<file path="config.mk">
export PLATFORM = sky130hd
export DESIGN_NAME = fsmon_core
export DESIGN_NICKNAME = d
export VERILOG_FILES = /design/src/rtl/fsmon_pkg.sv /design/src/rtl/fsmon_sample_div.sv /design/src/rtl/fsmon_core.sv
export SDC_FILE = /design/constraint.sdc
export NUM_CORES = 1
export LEC_CHECK = 0
export ABC_AREA = 1
export BUFFER_PORTS_ARGS = -buffer_cell sky130_fd_sc_hd__buf_2
export CORE_MARGIN = 2
export CORE_UTILIZATION = 48
export CTS_CLUSTER_SIZE = 40
export DETAILED_ROUTE_END_ITERATION = 16
export PLACE_DENSITY = 0.8
export SKIP_LAST_GASP = 1
export SLEW_MARGIN = 20
export SYNTH_ARGS = -nofsm -noshare
export SYNTH_HDL_FRONTEND = slang
export SYNTH_HIERARCHICAL = 1
export SYNTH_SLANG_ARGS = --single-unit
</file>
<file path="constraint.sdc">
create_clock -name clk_sys -period 1.7 [get_ports clk_sys]
set_input_delay 0.255 -clock clk_sys [delete_from_list [all_inputs] [get_ports clk_sys]]
set_output_delay 0.255 -clock clk_sys [all_outputs]
set_load 0.03 [all_outputs]
</file>
<file path="src/rtl/fsmon_pkg.sv">
package fsmon_pkg;

   localparam int          DIV_RATIO     = 64;
   localparam int          ADDR_W        = 8;
   localparam logic [7:0]  OFS_CONFIG    = 8'h00;
   localparam logic [7:0]  OFS_OSCCTL    = 8'h04;
   localparam logic [7:0]  OFS_IRQFLG    = 8'h08;
   localparam logic [7:0]  OFS_IRQEN     = 8'h0C;
   localparam logic [7:0]  OFS_STATUS    = 8'h10;
   localparam logic [7:0]  OFS_CMD       = 8'h14;
   localparam int          CFG_MONEN_BIT = 0;
   localparam int          CFG_MODE_LSB  = 1;
   localparam int          OSC_SEL_LSB   = 0;
   localparam int          OSC_RUN_BIT   = 3;
   localparam int          IRQ_FAIL_BIT  = 7;
   localparam int          CMD_SLEEP_BIT = 0;
   localparam int          CMD_IDLE_BIT  = 1;
   localparam int          STS_STATE_LSB = 0;
   localparam int          STS_STATE_MSB = 2;
   localparam int          STS_INT_BIT   = 3;
   localparam int          STS_LATCH_BIT = 4;
   localparam int          STS_SCLK_BIT  = 5;
   localparam int          STS_MON_BIT   = 6;
   localparam logic [1:0]  SEL_PRIMARY   = 2'h0;
   localparam logic [1:0]  SEL_SECONDARY = 2'h1;
   localparam logic [1:0]  SEL_RST       = 2'h0;

   typedef enum logic [1:0] {
      MODE_EXT     = 2'h0,
      MODE_RC      = 2'h1,
      MODE_XTAL    = 2'h2,
      MODE_XTALPLL = 2'h3
   } fsmon_mode_type;

   typedef struct packed {
      fsmon_mode_type mode;
      logic           monEn;
   } fsmon_cfg_type;

   localparam fsmon_cfg_type CFG_RST = '{mode: MODE_XTAL, monEn: 1'b1};

   typedef enum logic [2:0] {
      ST_STARTUP,
      ST_RUN,
      ST_FAILSAFE,
      ST_POWERMGD,
      ST_SLEEP
   } fsmon_state_type;

   typedef struct packed {
      logic [ADDR_W-1:0]            paddr;
      logic [31:0]                  pwdata;
      logic                         psel;
      logic                         penable;
      logic                         pwrite;
   } fsmon_apb_req_type;

endpackage : fsmon_pkg

</file>
<file path="src/rtl/fsmon_sample_div.sv">
`timescale 1ns/1ns
module fsmon_sample_div #(
   parameter int DIV = fsmon_pkg::DIV_RATIO
) (
   input  wire logic clk_sys,
   input  wire logic sys_rst,
   input  wire logic clkEn,
   input  wire logic rcRun,
   input  wire logic rcClkIn,
   output logic      sampleClk,
   output logic      sampleRise,
   output logic      sampleFall
);
   localparam int                CW   = $clog2(DIV);
   localparam logic [CW-1:0]     HALF = CW'(DIV / 2 - 1);
   localparam logic [CW-1:0]     LAST = CW'(DIV - 1);

   logic          rcPrev_r;
   logic [CW-1:0] cnt_r;
   logic          rcRise;

   assign rcRise = rcRun & rcClkIn & ~rcPrev_r;

   // divide the internal rc clock by the ratio; msb is the sample clock
   always_ff @(posedge clk_sys) begin
      if (sys_rst) begin
         rcPrev_r   <= 1'b0;
         cnt_r      <= '0;
         sampleClk  <= 1'b0;
         sampleRise <= 1'b0;
         sampleFall <= 1'b0;
      end else if (clkEn) begin
         rcPrev_r   <= rcClkIn;
         sampleRise <= rcRise && cnt_r == HALF;
         sampleFall <= rcRise && cnt_r == LAST;
         if (rcRise) begin
            cnt_r     <= cnt_r + 1'b1;
            sampleClk <= (cnt_r == HALF) ? 1'b1 : ((cnt_r == LAST) ? 1'b0 : sampleClk);
         end
      end
   end
endmodule : fsmon_sample_div

</file>
<file path="src/rtl/fsmon_core.sv">
`timescale 1ns/1ns
module fsmon_core (
   input  wire logic                         clk_sys,
   input  wire logic                         sys_rst,
   input  wire logic                         clkEn,
   input  wire logic                         devClkIn,
   input  wire logic                         rcClkIn,
   input  wire logic                         primaryReady,
   input  wire logic                         wakeEvent,
   input  wire logic                         irqPending,
   input  wire logic                         wdtOn,
   input  wire logic                         psel,
   input  wire logic                         penable,
   input  wire logic                         pwrite,
   input  wire logic [fsmon_pkg::ADDR_W-1:0] paddr,
   input  wire logic [31:0]                  pwdata,
   output logic      [31:0]                  prdata,
   output logic                              pready,
   output logic                              pslverr,
   output logic                              useInternal,
   output logic                              primaryEnable,
   output logic                              rcOscEnable,
   output logic                              wdtClear,
   output logic                              cpuResume
);

   ////////////////////////////////////////////////////////////////////////////
   fsmon_pkg::fsmon_apb_req_type   req;
   fsmon_pkg::fsmon_cfg_type       cfg_r;
   fsmon_pkg::fsmon_state_type     state_r;
   fsmon_pkg::fsmon_state_type     state_nxt;
   logic [1:0]                     sel_r;
   logic                           primaryRunning_r;
   logic                           failFlag_r;
   logic                           failIrqEn_r;
   logic                           idleMode_r;
   logic                           latch_r;
   logic                           devPrev_r;
   logic                           devFall;
   logic                           sampleClk;
   logic                           sampleRise;
   logic                           sampleFall;
   logic                           monActive;
   logic                           failDetect;
   logic                           selInternal;
   logic                           mapped;
   logic                           wrEn;
   logic                           wrCmd;
   logic                           pmEntry;
   logic                           sleepCmd;
   logic                           xtalMode;

   assign req         = '{paddr: paddr, pwdata: pwdata, psel: psel, penable: penable, pwrite: pwrite};
   assign pready      = 1'b1;
   assign mapped      = req.paddr inside {fsmon_pkg::OFS_CONFIG, fsmon_pkg::OFS_OSCCTL, fsmon_pkg::OFS_IRQFLG,
                                          fsmon_pkg::OFS_IRQEN, fsmon_pkg::OFS_STATUS, fsmon_pkg::OFS_CMD};
   assign pslverr     = req.psel & req.penable & ~mapped;
   assign wrEn        = req.psel & req.penable & req.pwrite & mapped;
   assign wrCmd       = wrEn && req.paddr == fsmon_pkg::OFS_CMD;
   assign sleepCmd    = wrCmd & req.pwdata[fsmon_pkg::CMD_SLEEP_BIT];
   assign pmEntry     = wrCmd & (req.pwdata[fsmon_pkg::CMD_SLEEP_BIT] | req.pwdata[fsmon_pkg::CMD_IDLE_BIT]);
   assign xtalMode    = cfg_r.mode == fsmon_pkg::MODE_XTAL || cfg_r.mode == fsmon_pkg::MODE_XTALPLL;
   // both select codes above secondary name the internal block
   assign selInternal = sel_r != fsmon_pkg::SEL_PRIMARY && sel_r != fsmon_pkg::SEL_SECONDARY;

   ////////////////////////////////////////////////////////////////////////////
   // the watchdog's divider lives elsewhere; only its demand for rc is seen
   assign rcOscEnable = cfg_r.monEn | wdtOn;

   fsmon_sample_div #(
      .DIV (fsmon_pkg::DIV_RATIO)
   ) u_div (
      .clk_sys    (clk_sys),
      .sys_rst    (sys_rst),
      .clkEn      (clkEn),
      .rcRun      (rcOscEnable),
      .rcClkIn    (rcClkIn),
      .sampleClk  (sampleClk),
      .sampleRise (sampleRise),
      .sampleFall (sampleFall)
   );

   // start-up intervals and internal source are never watched
   assign monActive  = cfg_r.monEn &&
                       (state_r == fsmon_pkg::ST_RUN ||
                        (state_r == fsmon_pkg::ST_POWERMGD && !selInternal));
   assign devFall    = devPrev_r & ~devClkIn;
   assign failDetect = monActive & sampleFall & latch_r;

   // a device edge in the same cycle as the clear keeps the latch set,
   // trading a possible false failure for no late detection
   always_ff @(posedge clk_sys) begin
      if (sys_rst) begin
         devPrev_r <= 1'b0;
         latch_r   <= 1'b0;
      end else if (clkEn) begin
         devPrev_r <= devClkIn;
         if (devFall) begin
            latch_r <= 1'b1;
         end else if (sampleRise) begin
            latch_r <= 1'b0;
         end
      end
   end

   ////////////////////////////////////////////////////////////////////////////
   always_comb begin
      state_nxt = state_r;
      case (state_r)
         fsmon_pkg::ST_STARTUP: begin
            if (pmEntry) begin
               state_nxt = sleepCmd ? fsmon_pkg::ST_SLEEP : fsmon_pkg::ST_POWERMGD;
            end else if (primaryReady || !xtalMode) begin
               state_nxt = fsmon_pkg::ST_RUN;
            end
         end
         fsmon_pkg::ST_RUN, fsmon_pkg::ST_POWERMGD: begin
            if (failDetect) begin
               state_nxt = fsmon_pkg::ST_FAILSAFE;
            end else if (pmEntry) begin
               state_nxt = sleepCmd ? fsmon_pkg::ST_SLEEP : fsmon_pkg::ST_POWERMGD;
            end
         end
         fsmon_pkg::ST_FAILSAFE: begin
            if (pmEntry) begin
               state_nxt = sleepCmd ? fsmon_pkg::ST_SLEEP : fsmon_pkg::ST_POWERMGD;
            end
         end
         fsmon_pkg::ST_SLEEP: begin
            if (wakeEvent) begin
               state_nxt = xtalMode ? fsmon_pkg::ST_STARTUP : fsmon_pkg::ST_RUN;
            end
         end
         default: begin
            state_nxt = fsmon_pkg::ST_STARTUP;
         end
      endcase
   end

   // external and rc modes need no start-up wait
   always_ff @(posedge clk_sys) begin
      if (sys_rst) begin
         state_r <= fsmon_pkg::ST_STARTUP;
      end else if (clkEn) begin
         if (state_r == fsmon_pkg::ST_STARTUP && !xtalMode) begin
            state_r <= fsmon_pkg::ST_RUN;
         end else begin
            state_r <= state_nxt;
         end
      end
   end

   // clock mux and primary enable follow the state one cycle on
   always_ff @(posedge clk_sys) begin
      if (sys_rst) begin
         useInternal   <= 1'b1;
         primaryEnable <= 1'b1;
      end else if (clkEn) begin
         case (state_r)
            fsmon_pkg::ST_STARTUP: begin
               useInternal   <= 1'b1;
               primaryEnable <= 1'b1;
            end
            fsmon_pkg::ST_RUN: begin
               useInternal   <= 1'b0;
               primaryEnable <= 1'b1;
            end
            fsmon_pkg::ST_POWERMGD: begin
               useInternal   <= selInternal;
               primaryEnable <= sel_r == fsmon_pkg::SEL_PRIMARY;
            end
            fsmon_pkg::ST_FAILSAFE: begin
               useInternal   <= 1'b1;
               primaryEnable <= 1'b0;
            end
            default: begin
               useInternal   <= 1'b1;
               primaryEnable <= 1'b0;
            end
         endcase
      end
   end

   ////////////////////////////////////////////////////////////////////////////
   // the running bit is left alone in fail-safe so software sees the old source
   always_ff @(posedge clk_sys) begin
      if (sys_rst) begin
         primaryRunning_r <= 1'b0;
      end else if (clkEn) begin
         if (state_nxt == fsmon_pkg::ST_RUN && state_r != fsmon_pkg::ST_RUN) begin
            primaryRunning_r <= 1'b1;
         end else if (state_nxt == fsmon_pkg::ST_POWERMGD) begin
            primaryRunning_r <= sel_r == fsmon_pkg::SEL_PRIMARY;
         end else if (state_nxt == fsmon_pkg::ST_STARTUP || state_nxt == fsmon_pkg::ST_SLEEP) begin
            primaryRunning_r <= 1'b0;
         end
      end
   end

   always_ff @(posedge clk_sys) begin
      if (sys_rst) begin
         failFlag_r <= 1'b0;
      end else if (clkEn) begin
         if (failDetect) begin
            failFlag_r <= 1'b1;
         end else if (wrEn && req.paddr == fsmon_pkg::OFS_IRQFLG) begin
            failFlag_r <= req.pwdata[fsmon_pkg::IRQ_FAIL_BIT];
         end
      end
   end

   always_ff @(posedge clk_sys) begin
      if (sys_rst) begin
         wdtClear <= 1'b0;
      end else if (clkEn) begin
         wdtClear <= failDetect;
      end
   end

   always_ff @(posedge clk_sys) begin
      if (sys_rst) begin
         idleMode_r <= 1'b0;
         cpuResume  <= 1'b0;
      end else if (clkEn) begin
         cpuResume <= idleMode_r && irqPending && state_r == fsmon_pkg::ST_FAILSAFE && !failIrqEn_r;
         if (pmEntry) begin
            idleMode_r <= ~req.pwdata[fsmon_pkg::CMD_SLEEP_BIT];
         end else if (irqPending) begin
            idleMode_r <= 1'b0;
         end
      end
   end

   ////////////////////////////////////////////////////////////////////////////
   always_ff @(posedge clk_sys) begin
      if (sys_rst) begin
         cfg_r       <= fsmon_pkg::CFG_RST;
         sel_r       <= fsmon_pkg::SEL_RST;
         failIrqEn_r <= 1'b0;
      end else if (clkEn && wrEn) begin
         case (req.paddr)
            fsmon_pkg::OFS_CONFIG: begin
               cfg_r <= req.pwdata[fsmon_pkg::CFG_MODE_LSB+1:fsmon_pkg::CFG_MONEN_BIT];
            end
            fsmon_pkg::OFS_OSCCTL: begin
               sel_r <= req.pwdata[fsmon_pkg::OSC_SEL_LSB+1:fsmon_pkg::OSC_SEL_LSB];
            end
            fsmon_pkg::OFS_IRQEN: begin
               failIrqEn_r <= req.pwdata[fsmon_pkg::IRQ_FAIL_BIT];
            end
            default: begin
               failIrqEn_r <= failIrqEn_r;
            end
         endcase
      end
   end

   // read data is caught in the setup cycle and stands through access
   always_ff @(posedge clk_sys) begin
      if (sys_rst) begin
         prdata <= 32'h0000_0000;
      end else if (clkEn && req.psel && !req.penable) begin
         prdata <= 32'h0000_0000;
         case (req.paddr)
            fsmon_pkg::OFS_CONFIG: begin
               prdata[fsmon_pkg::CFG_MODE_LSB+1:fsmon_pkg::CFG_MONEN_BIT] <= cfg_r;
            end
            fsmon_pkg::OFS_OSCCTL: begin
               prdata[fsmon_pkg::OSC_SEL_LSB+1:fsmon_pkg::OSC_SEL_LSB] <= sel_r;
               prdata[fsmon_pkg::OSC_RUN_BIT]                          <= primaryRunning_r;
            end
            fsmon_pkg::OFS_IRQFLG: begin
               prdata[fsmon_pkg::IRQ_FAIL_BIT] <= failFlag_r;
            end
            fsmon_pkg::OFS_IRQEN: begin
               prdata[fsmon_pkg::IRQ_FAIL_BIT] <= failIrqEn_r;
            end
            fsmon_pkg::OFS_STATUS: begin
               prdata[fsmon_pkg::STS_STATE_MSB:fsmon_pkg::STS_STATE_LSB] <= state_r;
               prdata[fsmon_pkg::STS_INT_BIT]                            <= useInternal;
               prdata[fsmon_pkg::STS_LATCH_BIT]                          <= latch_r;
               prdata[fsmon_pkg::STS_SCLK_BIT]                           <= sampleClk;
               prdata[fsmon_pkg::STS_MON_BIT]                            <= monActive;
            end
            default: begin
               prdata <= 32'h0000_0000;
            end
         endcase
      end
   end
endmodule : fsmon_core

</file>
# Word-level counts from Yosys, hierarchy flattened

Cells that the tools add are included.

Register bits after elaboration: 36
Bits in latches: 0
Bits in writable memories: 0
Bits in read-only memories: 0
Input port bits: 52
Output and inout port bits: 39
Word-level logic and storage cells: 128
Memories kept: 0

Add/sub/neg operators: 1
$mul: 0
Divide/modulo/power cells: 0
Order comparisons: 0
Eq/ne operators: 18
Shift operators: 0
Multiplexer cells: 27
Bitwise logic cells: 17
Reductions and logical operators: 45

Operators with widths:

| kind                                                            | count |
|---|---|
| 3-bit 2-to-1 mux                                                | 8 |
| 8-bit by 4-bit == test with 1-bit output, second input constant | 2 |
| 8-bit by 5-bit == test with 1-bit output, second input constant | 2 |
| 2-bit AND reduction                                             | 8 |
| 1-bit logical AND                                               | 15 |
| 1-bit 2-to-1 mux                                                | 12 |
| 3-bit case mux with 4 select lines                              | 1 |
| 1-bit bitwise AND                                               | 11 |
| 1-bit case mux with 2 select lines                              | 5 |
| 2-bit nonzero test                                              | 5 |
| 3-bit by 2-bit == test with 1-bit output, second input constant | 3 |
| 8-bit by 3-bit == test with 1-bit output, second input constant | 1 |
| 8-bit zero test                                                 | 1 |
| 6-bit by 1-bit adder with 6-bit output, second input constant   | 1 |
| 3-bit by 1-bit == test with 1-bit output, second input constant | 2 |
| 3-bit == test, second input constant                            | 2 |
| 6-bit by 5-bit == test with 1-bit output, second input constant | 1 |
| 6-bit == test, second input constant                            | 1 |
| 3-bit zero test                                                 | 2 |
| 2-bit case mux with 3 select lines                              | 1 |
| 6-bit nonzero test                                              | 1 |
| 2-bit == test, second input constant                            | 2 |
| 1-bit zero test                                                 | 4 |
| 1-bit logical OR                                                | 4 |
| other kinds (8)                                                 | 13 |

# Longest topological paths before layout

Gate-level depths: netlist (run 1).

Depth in word-level cells: 15
Mapped depth: 15
Depth with buffers taken out: 15

# Cells and area by module

Netlist (run 1), hierarchy kept.

By module, submodules not included:

| module           | times used | cells each | area an instance (um^2) | sequential area each (um^2) |
|---|---|---|---|---|
| fsmon_core       | 1          | 257        | 1,725.4                 | 520.5 |
| fsmon_sample_div | 1          | 71         | 493.0                   | 200.2 |

# Worst setup path after synthesis (run 1)

No wires, ideal clock.

Path kind: flip-flop to flip-flop
Start point: register state_r[2]
End point: register primaryRunning_r
Library setup time: 113 ps
Arrival: 1,328 ps
Required time: 1,587 ps
Path slack: 260 ps
Cell stages (with the launch flop): 15
Buffers on the path: 0
Clock period less this slack: 1,440 ps
Path through: dfxtp_1 > inv_2 > nand3_1 > o21ai_2 > nand4_2 > nand2_1 > inv_2 > nand2_2 > nor2_2 > nor2_2 > nor2_1 > nand2_1 > nand2_1 > nand2_1 > nor2_1

Longest elaborated chain between the ends: 12
Elaborated cells between the ends (all ways): 28
Classes of those cells: eq/ne (8); mux (8); bitwise (2); reduce/logical (10)

RTL lines:

| element                                                          | line                                 | source |
|---|---|---|
| from (decl)                                                      | fsmon_core.sv:30                     | `fsmon_pkg::fsmon_state_type state_r;` |
| from (signal assigned)                                           | fsmon_core.sv:143                    | `state_r <= fsmon_pkg::ST_STARTUP;` |
| from (signal assigned)                                           | fsmon_core.sv:146                    | `state_r <= fsmon_pkg::ST_RUN;` |
| from (signal assigned)                                           | fsmon_core.sv:148                    | `state_r <= state_nxt;` |
| 3-bit by 2-bit == test with 1-bit output                         | fsmon_core.sv:86, fsmon_core.sv:109  |  |
| 1-bit logical AND                                                | fsmon_core.sv:86                     | `(state_r == fsmon_pkg::ST_POWERMGD && !selInternal));` |
| 1-bit logical OR                                                 | fsmon_core.sv:85                     | `(state_r == fsmon_pkg::ST_RUN \|\|` |
| 1-bit logical AND                                                | fsmon_core.sv:84                     | `assign monActive = cfg_r.monEn &&` |
| 1-bit bitwise AND (2 in series)                                  | fsmon_core.sv:88                     | `assign failDetect = monActive & sampleFall & latch_r;` |
| 3-bit 2-to-1 mux                                                 | fsmon_core.sv:118                    | `if (failDetect) begin` |
| 3-bit case mux with 4 select lines                               | fsmon_core.sv:109                    | `case (state_r)` |
| 3-bit by 1-bit == test with 1-bit output (tied with other cells) | fsmon_core.sv:190                    | `if (state_nxt == fsmon_pkg::ST_RUN && state_r != fsmon_pkg::ST_RUN) begin` |
| 1-bit logical AND / 1-bit logical OR (equally long branches)     | fsmon_core.sv:190, fsmon_core.sv:194 |  |
| 3-bit nonzero test (no source line)                              | -                                    |  |
| 2-bit AND reduction (no source line)                             | -                                    |  |
| to (signal assigned)                                             | fsmon_core.sv:193                    | `primaryRunning_r <= sel_r == fsmon_pkg::SEL_PRIMARY;` |
| to (decl)                                                        | fsmon_core.sv:33                     | `logic primaryRunning_r;` |

Several ways; a longest one is shown, not always the timed one.
A chain may end at the register's enable or synchronous reset.

# Final worst setup path (run 1)

Start point: register state_r[0]
End point: register primaryRunning_r

The elaborated chain is that of the path after synthesis.

==> flow_summary.yaml, run 1 <==
critical_path:
  path_common_cell: "nand2_1"
  worst_r2r_path_depth: 13
  critPathBufInv: 1
  r2r_end: "primaryRunning_r"
  crit_family: "simple AND/OR/NAND/NOR gates"
  cp_slowest_cell: "dfxtp_1"
  arrival_ns: 1.73
  start_kind: "flip-flop"
  cp_cell_sequence: "nand3_1 > o21ai_2 > nand4_2 > nand2_1 > inv_2 > nand2_2 > nor2_2 > nor2_2 > nor2_1 > nand2_1 > nand2_1 > nand2_1 > nor2_1"
  r2r_slack_ns: 0.16
  end_kind: "flip-flop"
  crit_fanout: 3
  regToRegStartpoint: "state_r[0]"
  cp.required_ns: 1.89
  path_class: "flip-flop to flip-flop"
  critPathMaxStageDelay_ns: 0.39
clock_network:
  cts-buffers-inserted: 5
  cts_sinks: 36
  cts_tree: "built"
  clk_path_buf_depth: 2
  clkTransAtPathRegs_ns: 0.07
  cts_setup_buffers: 0
  cts_htree_levels: 2
  clock_latency_ns: 0.29
  root_buffer: "clkbuf_8"
cells_and_area:
  finalNetCount: 432
  n_fill_cell: 446
  fin_util_pct: 57.2
  final_common_cell: "nand2_1"
  syn_to_final_growth_pct: 13.9
  mostFrequentLayoutCells: "nand2_1 (79), inv_1 (38), buf_2 (37)"
  drive_gt1_share_pct: 24.7
  antennaDiodeCount: 0
  final_cells: 432
floorplanning:
  coreArea_um2: 4410
  fp.dieW_um: 72.0
  rows: 24
  initial_utilization_pct: 50.3
  ios: 91
  die_h_um: 72.0
  dieArea_um2: 5180
routing:
  avgViaCountPerCell: 4.85
  drt-pass1-iter-count: 4
  drc: 0
  ant_nets: 0
  wl_met3_um: 358
  vias: 2095
  drt_iter0_drc: 146
  wl_met1_um: 2200
  wirelength_um: 4800
  top_layer_used: "met4"
  post_drt_wl_per_cell_um: 11.1
  route.met2.wl_um: 2190
timing:
  hold_violations: 0
  fmax_ghz: 0.649
  setup_violations: 0
  fin_worst_skew_ns: 0.00456
  fin_tns_setup_ns: 0
  drv_slew: 0
  period_needed_ns: 1.54
  grt_setup_unrepaired: "no"
  setup_slack_ns: 0.159
  fin_crit_sh_pct: 90.6
synth:
  synth_fa_ha_area_share_pct: 0.564
  syn_area_per_cell_um2: 6.76
  synthesis.area_um2: 2220
  synth_top_family_by_area: "simple AND/OR/NAND/NOR gates"
  yosys_warnings: 6
  synth_xor_area_share_pct: 0
  ys_ff_latch: 36
  synth-compound-area-share_pct: 12.0
  muxShareOfSynthArea_pct: 0
  synth-simple-area-share_pct: 36.3
  synth_cell_types: 35
  ys_seq_area_share_pct: 32.5
  synthCells: 328
job:
  maxCapViolations: 0
global_route:
  grt_max_degree: 25
  grt_pass1_vias: 1855
  grt_usage_pct: 19.4
  grt_pass1_wl_um: 7980
  grt.overflow.total: 0
  antenna_found_initial: 0
power_and_ir_drop:
  p_leak_nw: 1.27
  max-vdd-ir-drop_v: 0.000609
  pwr_density_cell_nw_per_um2: 709
placed_design:
  gp_congestion: 0.841
  portBuffers: 37
  dp.cells: 424
  dp_hpwl_um: 3670
  pre_cts_ws_ns: 0.0313
status:
  status: "completed"
min_path:
  hold_end: "cfg_r[2]"
  hold_depth: 3
  hold_path_class: "primary input to flip-flop"
  min_from: "pwdata[2]"
==> final cells by class <==
cell class / instances / area [um2] / share of cell area, %
multi-input cells: 238 / 1180 / 46.6
flip-flops and latches: 36 / 722 / 28.6
repair buffers: 51 / 290 / 11.5
inverters: 47 / 178 / 7.03
clock buffers: 7 / 86.3 / 3.42
well taps: 52 / 65.1 / 2.58
clock inverters: 1 / 7.51 / 0.297
==> synthesized netlist by cell type <==
cell type | count | area, um2
buf_6 | 3 | 33.8
nor4_1 | 2 | 12.5
nand4_2 | 2 | 25.0
dfxtp_1 | 36 | 721
nor2_2 | 6 | 37.5
nand2_1 | 79 | 297
nand4_4 | 1 | 21.3
o211ai_1 | 4 | 30.0
nor2_1 | 29 | 109
inv_1 | 38 | 143
o22ai_1 | 1 | 6.26
nand4_1 | 1 | 6.26
buf_4 | 25 | 188
nand2_4 | 1 | 11.3
ha_1 | 1 | 12.5
nor3_4 | 1 | 16.3
clkinv_2 | 1 | 5.00
a21oi_1 | 25 | 125
inv_2 | 8 | 30.0
nand3_2 | 1 | 10.0
nor3_1 | 5 | 25.0
a21oi_2 | 1 | 8.76
nor2_8 | 1 | 20.0
o21ai_0 | 10 | 50.1
nand2_2 | 7 | 43.8
nor2_4 | 2 | 22.5
clkbuf_1 | 2 | 7.51
a32oi_1 | 1 | 8.76
conb_1 | 2 | 7.51
nand3_4 | 1 | 17.5
or2_2 | 1 | 6.26
o21ai_2 | 1 | 8.76
nand3_1 | 25 | 125
a31oi_1 | 3 | 18.8
o221ai_1 | 1 | 8.76
==> sequential cells by signal (all words and copies together), names as in the netlist, 2 cells and up <==
name and count:
u_div/cnt_r 6, prdata 8, cfg_r 3, sel_r 2
state_r 3
==> worst max path at each step <==
stage | from | to | slack [ns] | cells after the start
4_1_cts | state_r[2] | primaryRunning_r | 0.14 | 14
3_5_place_dp | paddr[6] | primaryRunning_r | 0.03 | 15
2_1_floorplan | state_r[2] | primaryRunning_r | 0.26 | 14
5_1_grt | state_r[2] | primaryRunning_r | 0.002 | 13
6_report | state_r[0] | primaryRunning_r | 0.16 | 13
3_3_place_gp | paddr[5] | primaryRunning_r | 0.03 | 15
==> per-stage QoR <==
step | area [um2] | hold slack [ns] | total power, W
2_1_floorplan | 2300 | 0.324 | 0.00114
5_1_grt | 2530 | 0.197 | 0.00187
3_5_place_dp | 2430 | 0.455 | 0.00117
6_report | 2530 | 0.187 | 0.00179
4_1_cts | 2520 | 0.186 | 0.00180
3_3_place_gp | 2430 | 0.446 | 0.00116
==> layer usage <==
layer | vias to the layer above | global-route usage, %
li1 | 1097 | -
met1 | 928 | 25.6
met2 | 64 | 32.0
met3 | 6 | 5.14
met4 | 0 | 4.40
met5 | - | 0
==> cell families (layout without fill, tap and decap cells) <==
group / count (synthesis) / after routing
AO/OA/AOI/OAI: 47 / 47
adder cells (fa/ha/maj): 1 / 1
buffers and inverters: 77 / 106
flip-flops: 36 / 36
other: 2 / 25
AND/OR/NAND/NOR: 165 / 165
==> timing repair <==
item / in CTS / in global routing
hold buffers: 0 / 0
gates resized for setup: 0 / 1
setup endpoints to repair: 0 / 2
==> tightest hold or removal path, stage by stage <==
cell	delay, ns
buf_2	0.08
a21oi_1	0.05
o21ai_0	0.06
==> where the power goes <==
part / internal (W) / switching, W
combinational: 0.0000725 / 0.000208
clock: 0.000329 / 0.000309
sequential: 0.000859 / 0.0000116
total: 0.00126 / 0.000529
(Power assumes the default switching activity.)
==> inputs of run 2 (changes only) <==
--- a/config.mk
+++ b/config.mk
@@ -7,11 +7,14 @@
 export LEC_CHECK = 0
 export ABC_AREA = 1
 export BUFFER_PORTS_ARGS = -buffer_cell sky130_fd_sc_hd__buf_2
+export CELL_PAD_IN_SITES_DETAIL_PLACEMENT = 1
+export CELL_PAD_IN_SITES_GLOBAL_PLACEMENT = 2
 export CORE_MARGIN = 2
-export CORE_UTILIZATION = 48
+export CORE_UTILIZATION = 25
 export CTS_CLUSTER_SIZE = 40
 export DETAILED_ROUTE_END_ITERATION = 16
-export PLACE_DENSITY = 0.8
+export GPL_TIMING_DRIVEN = 0
+export PLACE_DENSITY_LB_ADDON = 0.1
 export SKIP_LAST_GASP = 1
 export SLEW_MARGIN = 20
 export SYNTH_ARGS = -nofsm -noshare
==> flow_summary.yaml, run 2 (synthesis gave the netlist of run 1 again) <==
cells_and_area:
  syn_to_final_growth_pct: 27.7
  mostFrequentLayoutCells: "nand2_1 (77), inv_1 (38), buf_2 (37)"
  largest_reg_flops: 8
  final_common_cell: "nand2_1"
  drive_gt1_share_pct: 30.7
  top_regs: "prdata (8), u_div/cnt_r (6)"
  finalNetCount: 456
  regMostFlops: "prdata"
  antennaDiodeCount: 0
clock_network:
  root_buffer: "clkbuf_8"
  clk_path_buf_depth: 2
  cts_tree: "built"
  clkTransAtPathRegs_ns: 0.08
  clock_latency_ns: 0.30
  cts_sinks: 36
  cts-buffers-inserted: 5
  cts_htree_levels: 2
power_and_ir_drop:
  power_w: 0.00185
  pwr_density_cell_nw_per_um2: 655
  max-vdd-ir-drop_v: 0.000266
  p_leak_nw: 1.41
floorplanning:
  ios: 91
  coreArea_um2: 8680
  fp.dieW_um: 98.2
  rows: 34
  initial_utilization_pct: 25.6
  die_h_um: 98.2
  dieArea_um2: 9640
placed_design:
  portBuffers: 37
  pre_cts_ws_ns: -0.163
  dp_hpwl_um: 5060
  gp_congestion: 0.787
routing:
  drt-pass1-iter-count: 4
  drt_iter0_drc: 57
  vias: 2200
  avgViaCountPerCell: 4.30
  drc: 0
  ant_nets: 0
  post_drt_wl_per_cell_um: 12.6
  wirelength_um: 6440
critical_path:
  r2r_end: "primaryRunning_r"
  regToRegStartpoint: "state_r[2]"
  crit_fanout: 6
  worst_r2r_path_depth: 12
  start_kind: "flip-flop"
  path_class: "flip-flop to flip-flop"
  cp_cell_sequence: "inv_6 > nand3_4 > o21ai_4 > nand4_4 > nand2_2 > inv_2 > nand3_1 > nand3_1 > nand2_1 > nand2_1 > nor2_1 > nor2_1"
  critPathMaxStageDelay_ns: 0.39
  arrival_ns: 1.77
  r2r_slack_ns: 0.13
  end_kind: "flip-flop"
  cp.required_ns: 1.90
  cp_slowest_cell: "dfxtp_4"
global_route:
  grt_max_degree: 13
  antenna_found_initial: 0
  grt_usage_pct: 13.9
  grt.overflow.total: 0
  grt_pass1_wl_um: 10800
  grt_pass1_vias: 2261
min_path:
  min_from: "sys_rst"
  hold_depth: 2
  hold_end: "u_div/cnt_r[0]"
  hold_path_class: "primary input to flip-flop"
status:
  status: "completed"
timing:
  setup_violations: 0
  setup_slack_ns: 0.126
  fin_worst_skew_ns: 0.00754
  grt_setup_unrepaired: "yes"
  period_needed_ns: 1.57
  relSlewSlack_pct: 57.1
  tightestPinTransition_ns: 0.644
  fin_crit_sh_pct: 92.6
  drv_slew: 0
  hold_violations: 0
  fmax_ghz: 0.635
job:
  maxCapViolations: 0
[run 2: changes by cell type in the layout (fill, tap and decap cells not counted), sizes merged]
| cell | change |
|---|---|
| clkinv | +3 |
| buf | +22 |
| clkinvlp | -1 |
[run 2: what timing repair did]
item,in CTS,in global routing
endpoints found under the setup margin,3,3
resized for setup,6,10
setup buffers,3,5
hold buffers,0,0
pin swaps,1,2
[run 2: worst max-delay path: cells and delay by family, from the launching register on]
kind	cells	cell delay, ns
buffers and inverters	2	0.13
AOI/OAI and AO/OA	1	0.17
DFF	1	0.39
and+or+nand+nor	9	0.77
[run 2: how the worst max path moves through the flow]
stage / start / to / slack, ns / cells after the start
after global routing: state_r[1] / primaryRunning_r / -0.03 / 14
final: state_r[2] / primaryRunning_r / 0.13 / 12
after global placement: state_r[2] / primaryRunning_r / -0.19 / 12
after CTS: state_r[2] / primaryRunning_r / 0.03 / 14
after floorplan: state_r[2] / primaryRunning_r / 0.26 / 14
after detailed placement: clkEn / prdata[2] / -0.16 / 7
[run 2: power by group]
part	switching, W	internal [W]
Combinational	0.000225	0.000114
Clock	0.000356	0.000286
Sequential	0.0000160	0.000857
[run 2: layout make-up]
cell class	count	area (um2)
plain buffers	30	229
clock buffers	5	68.8
clock inverters	3	18.8
fillers	1148	5850
inverters	47	183
multi-input cells	238	1220
flip-flops and latches	36	729
well taps	108	135
repair buffers	45	245
[run 2: metrics by stage]
step	area, um2	util, %	std cells	hold slack, ns	TNS (ns)
6_report	2830	32.6	512	0.192	0
3_5_place_dp	2630	30.2	496	0.456	-1.01
5_1_grt	2830	32.6	512	0.192	-0.0336
3_3_place_gp	2630	30.2	496	0.451	-1.00
2_1_floorplan	2300	-	351	0.324	0
4_1_cts	2760	31.8	507	0.197	0
[run 2: per-layer routing]
| layer | GRT usage, % | vias to the layer above | routed length [um] |
|---|---|---|---|
| met1 | 18.1 | 1010 | 3150 |
| met3 | 2.58 | 7 | 266 |
| met4 | 4.11 | 0 | 91 |
| met5 | 0 | - | 0 |
| li1 | - | 1143 | - |
| met2 | 23.6 | 40 | 2930 |
==> inputs of run 3 (changes only) <==
--- a/config.mk
+++ b/config.mk
@@ -14,6 +14,7 @@
 export CTS_CLUSTER_SIZE = 40
 export DETAILED_ROUTE_END_ITERATION = 16
 export GPL_TIMING_DRIVEN = 0
+export MAX_ROUTING_LAYER = met4
 export PLACE_DENSITY_LB_ADDON = 0.1
 export SKIP_LAST_GASP = 1
 export SLEW_MARGIN = 20
==> flow_summary.yaml, run 3 (synthesis gave the netlist of run 1 again) <==
cells_and_area:
  final_area_um2: 2830
  antennaDiodeCount: 0
  largest_reg_flops: 8
  n_fill_cell: 1148
  syn_to_final_growth_pct: 27.7
  final_common_cell: "nand2_1"
  fin_util_pct: 32.6
  top_regs: "prdata (8), u_div/cnt_r (6)"
  mostFrequentLayoutCells: "nand2_1 (77), inv_1 (38), buf_2 (37)"
  regMostFlops: "prdata"
  drive_gt1_share_pct: 30.7
  finalNetCount: 456
power_and_ir_drop:
  seq_power_share_pct: 47.1
  power.switching_w: 0.000595
  swShare_pct: 32.1
  clockPowerShare_pct: 34.6
  combPwrFrac_pct: 18.3
  max-vdd-ir-drop_v: 0.000265
  cell_internal_pwr_w: 0.00126
  p_leak_nw: 1.41
  pwr_density_cell_nw_per_um2: 654
timing:
  fmax_ghz: 0.637
  grt_setup_unrepaired: "yes"
  setup_violations: 0
  fin_worst_skew_ns: 0.00684
  relSlewSlack_pct: 57.3
  fin_crit_sh_pct: 92.4
  drv_slew: 0
  period_needed_ns: 1.57
  hold_violations: 0
  tightestPinTransition_ns: 0.641
routing:
  vias: 2206
  route.met2.wl_um: 2950
  wirelength_um: 6450
  top_layer_used: "met4"
  post_drt_wl_per_cell_um: 12.6
  wl_met1_um: 3180
  drt_iter0_drc: 57
  wl_met3_um: 249
  drc: 0
  ant_nets: 0
  drt-pass1-iter-count: 4
  avgViaCountPerCell: 4.31
status:
  status: "completed"
critical_path:
  cp_slowest_cell: "dfxtp_4"
  path_class: "flip-flop to flip-flop"
  start_kind: "flip-flop"
  cp_cell_sequence: "inv_6 > nand3_4 > o21ai_4 > nand4_4 > nand2_2 > inv_2 > nand3_1 > nand3_1 > nand2_1 > nand2_1 > nor2_1 > nor2_1"
  arrival_ns: 1.77
  cp.required_ns: 1.90
  end_kind: "flip-flop"
  critPathMaxStageDelay_ns: 0.39
  crit_fanout: 6
global_route:
  grt_pass1_wl_um: 10800
  grt_max_degree: 13
  grt_usage_pct: 14.3
  grt_pass1_vias: 2260
  grt.overflow.total: 0
  antenna_found_initial: 0
clock_network:
  cts-buffers-inserted: 5
  cts_tree: "built"
  root_buffer: "clkbuf_8"
  clk_path_buf_depth: 2
  cts_htree_levels: 2
  clkTransAtPathRegs_ns: 0.08
  cts_sinks: 36
  holdBufCountCts: 0
  clock_latency_ns: 0.30
floorplanning:
  coreArea_um2: 8680
  rows: 34
  fp.dieW_um: 98.2
  initial_utilization_pct: 25.6
  dieArea_um2: 9640
  ios: 91
  die_h_um: 98.2
min_path:
  hold_path_class: "primary input to flip-flop"
placed_design:
  gp_congestion: 0.798
  portBuffers: 37
  dpl-instance-area_um2: 2630
  dp_hpwl_um: 5060
job:
  maxCapViolations: 0
==> run 3: per-layer routing <==
metal | vias up | GRT usage (%)
li1 | 1144 | -
met1 | 1013 | 18.2
met2 | 42 | 23.6
met3 | 7 | 2.43
met4 | 0 | 4.11
met5 | - | -
==> run 3: final cells by class <==
class | instances | area [um2] | share of cell area (%)
clock buffers | 5 | 68.8 | 2.43
well taps | 108 | 135 | 4.77
repair buffers | 45 | 245 | 8.66
flip-flops and latches | 36 | 729 | 25.8
inverters | 47 | 183 | 6.45
multi-input cells | 238 | 1220 | 43.2
clock inverters | 3 | 18.8 | 0.663
plain buffers | 30 | 229 | 8.08
==> run 3: power by group through the flow <==
stage | registers (W) | clock network (W) | logic, W
after global placement | 0.000893 | 0 | 0.000329
after floorplan | 0.000898 | 0 | 0.000239
final | 0.000873 | 0.000641 | 0.000339
after detailed placement | 0.000893 | 0 | 0.000332
after CTS | 0.000873 | 0.000674 | 0.000339
after global routing | 0.000876 | 0.000707 | 0.000372
==> run 3: worst paths after layout <==
path | to | start | cells past startpoint | slack [ns]
setup / recovery | primaryRunning_r | state_r[2] | 12 | 0.13
hold reg to reg | cfg_r[1] | cfg_r[1] | 2 | 0.47
hold / removal | u_div/cnt_r[0] | sys_rst | 2 | 0.19
setup reg to reg | primaryRunning_r | state_r[2] | 12 | 0.13
==> run 3: what timing repair did <==
action	4_1_cts	5_1_grt
resized for setup	6	10
setup endpoints to repair	3	3
endpoints found under the hold margin	0	0
pin swaps	1	2
setup buffers	3	5
==> run 3: worst max-delay path, delay by kind of cell (launching register included) <==
family,cells,cell delay (ns)
buffers and inverters,2,0.13
and+or+nand+nor,9,0.77
AOI/OAI and AO/OA,1,0.17
DFF,1,0.39
==> run 3: through the flow <==
step                      total power [W]  std cells  worst slack (ns)  setup TNS [ns]  hold WS [ns]
after floorplan                   0.00114        351             0.260               0         0.324
after global placement            0.00122        496            -0.187           -1.00         0.451
after detailed placement          0.00122        496            -0.163           -1.01         0.456
after CTS                         0.00189        507            0.0331               0         0.197
after global routing              0.00195        512           -0.0336         -0.0336         0.192
final                             0.00185        512             0.129               0         0.191
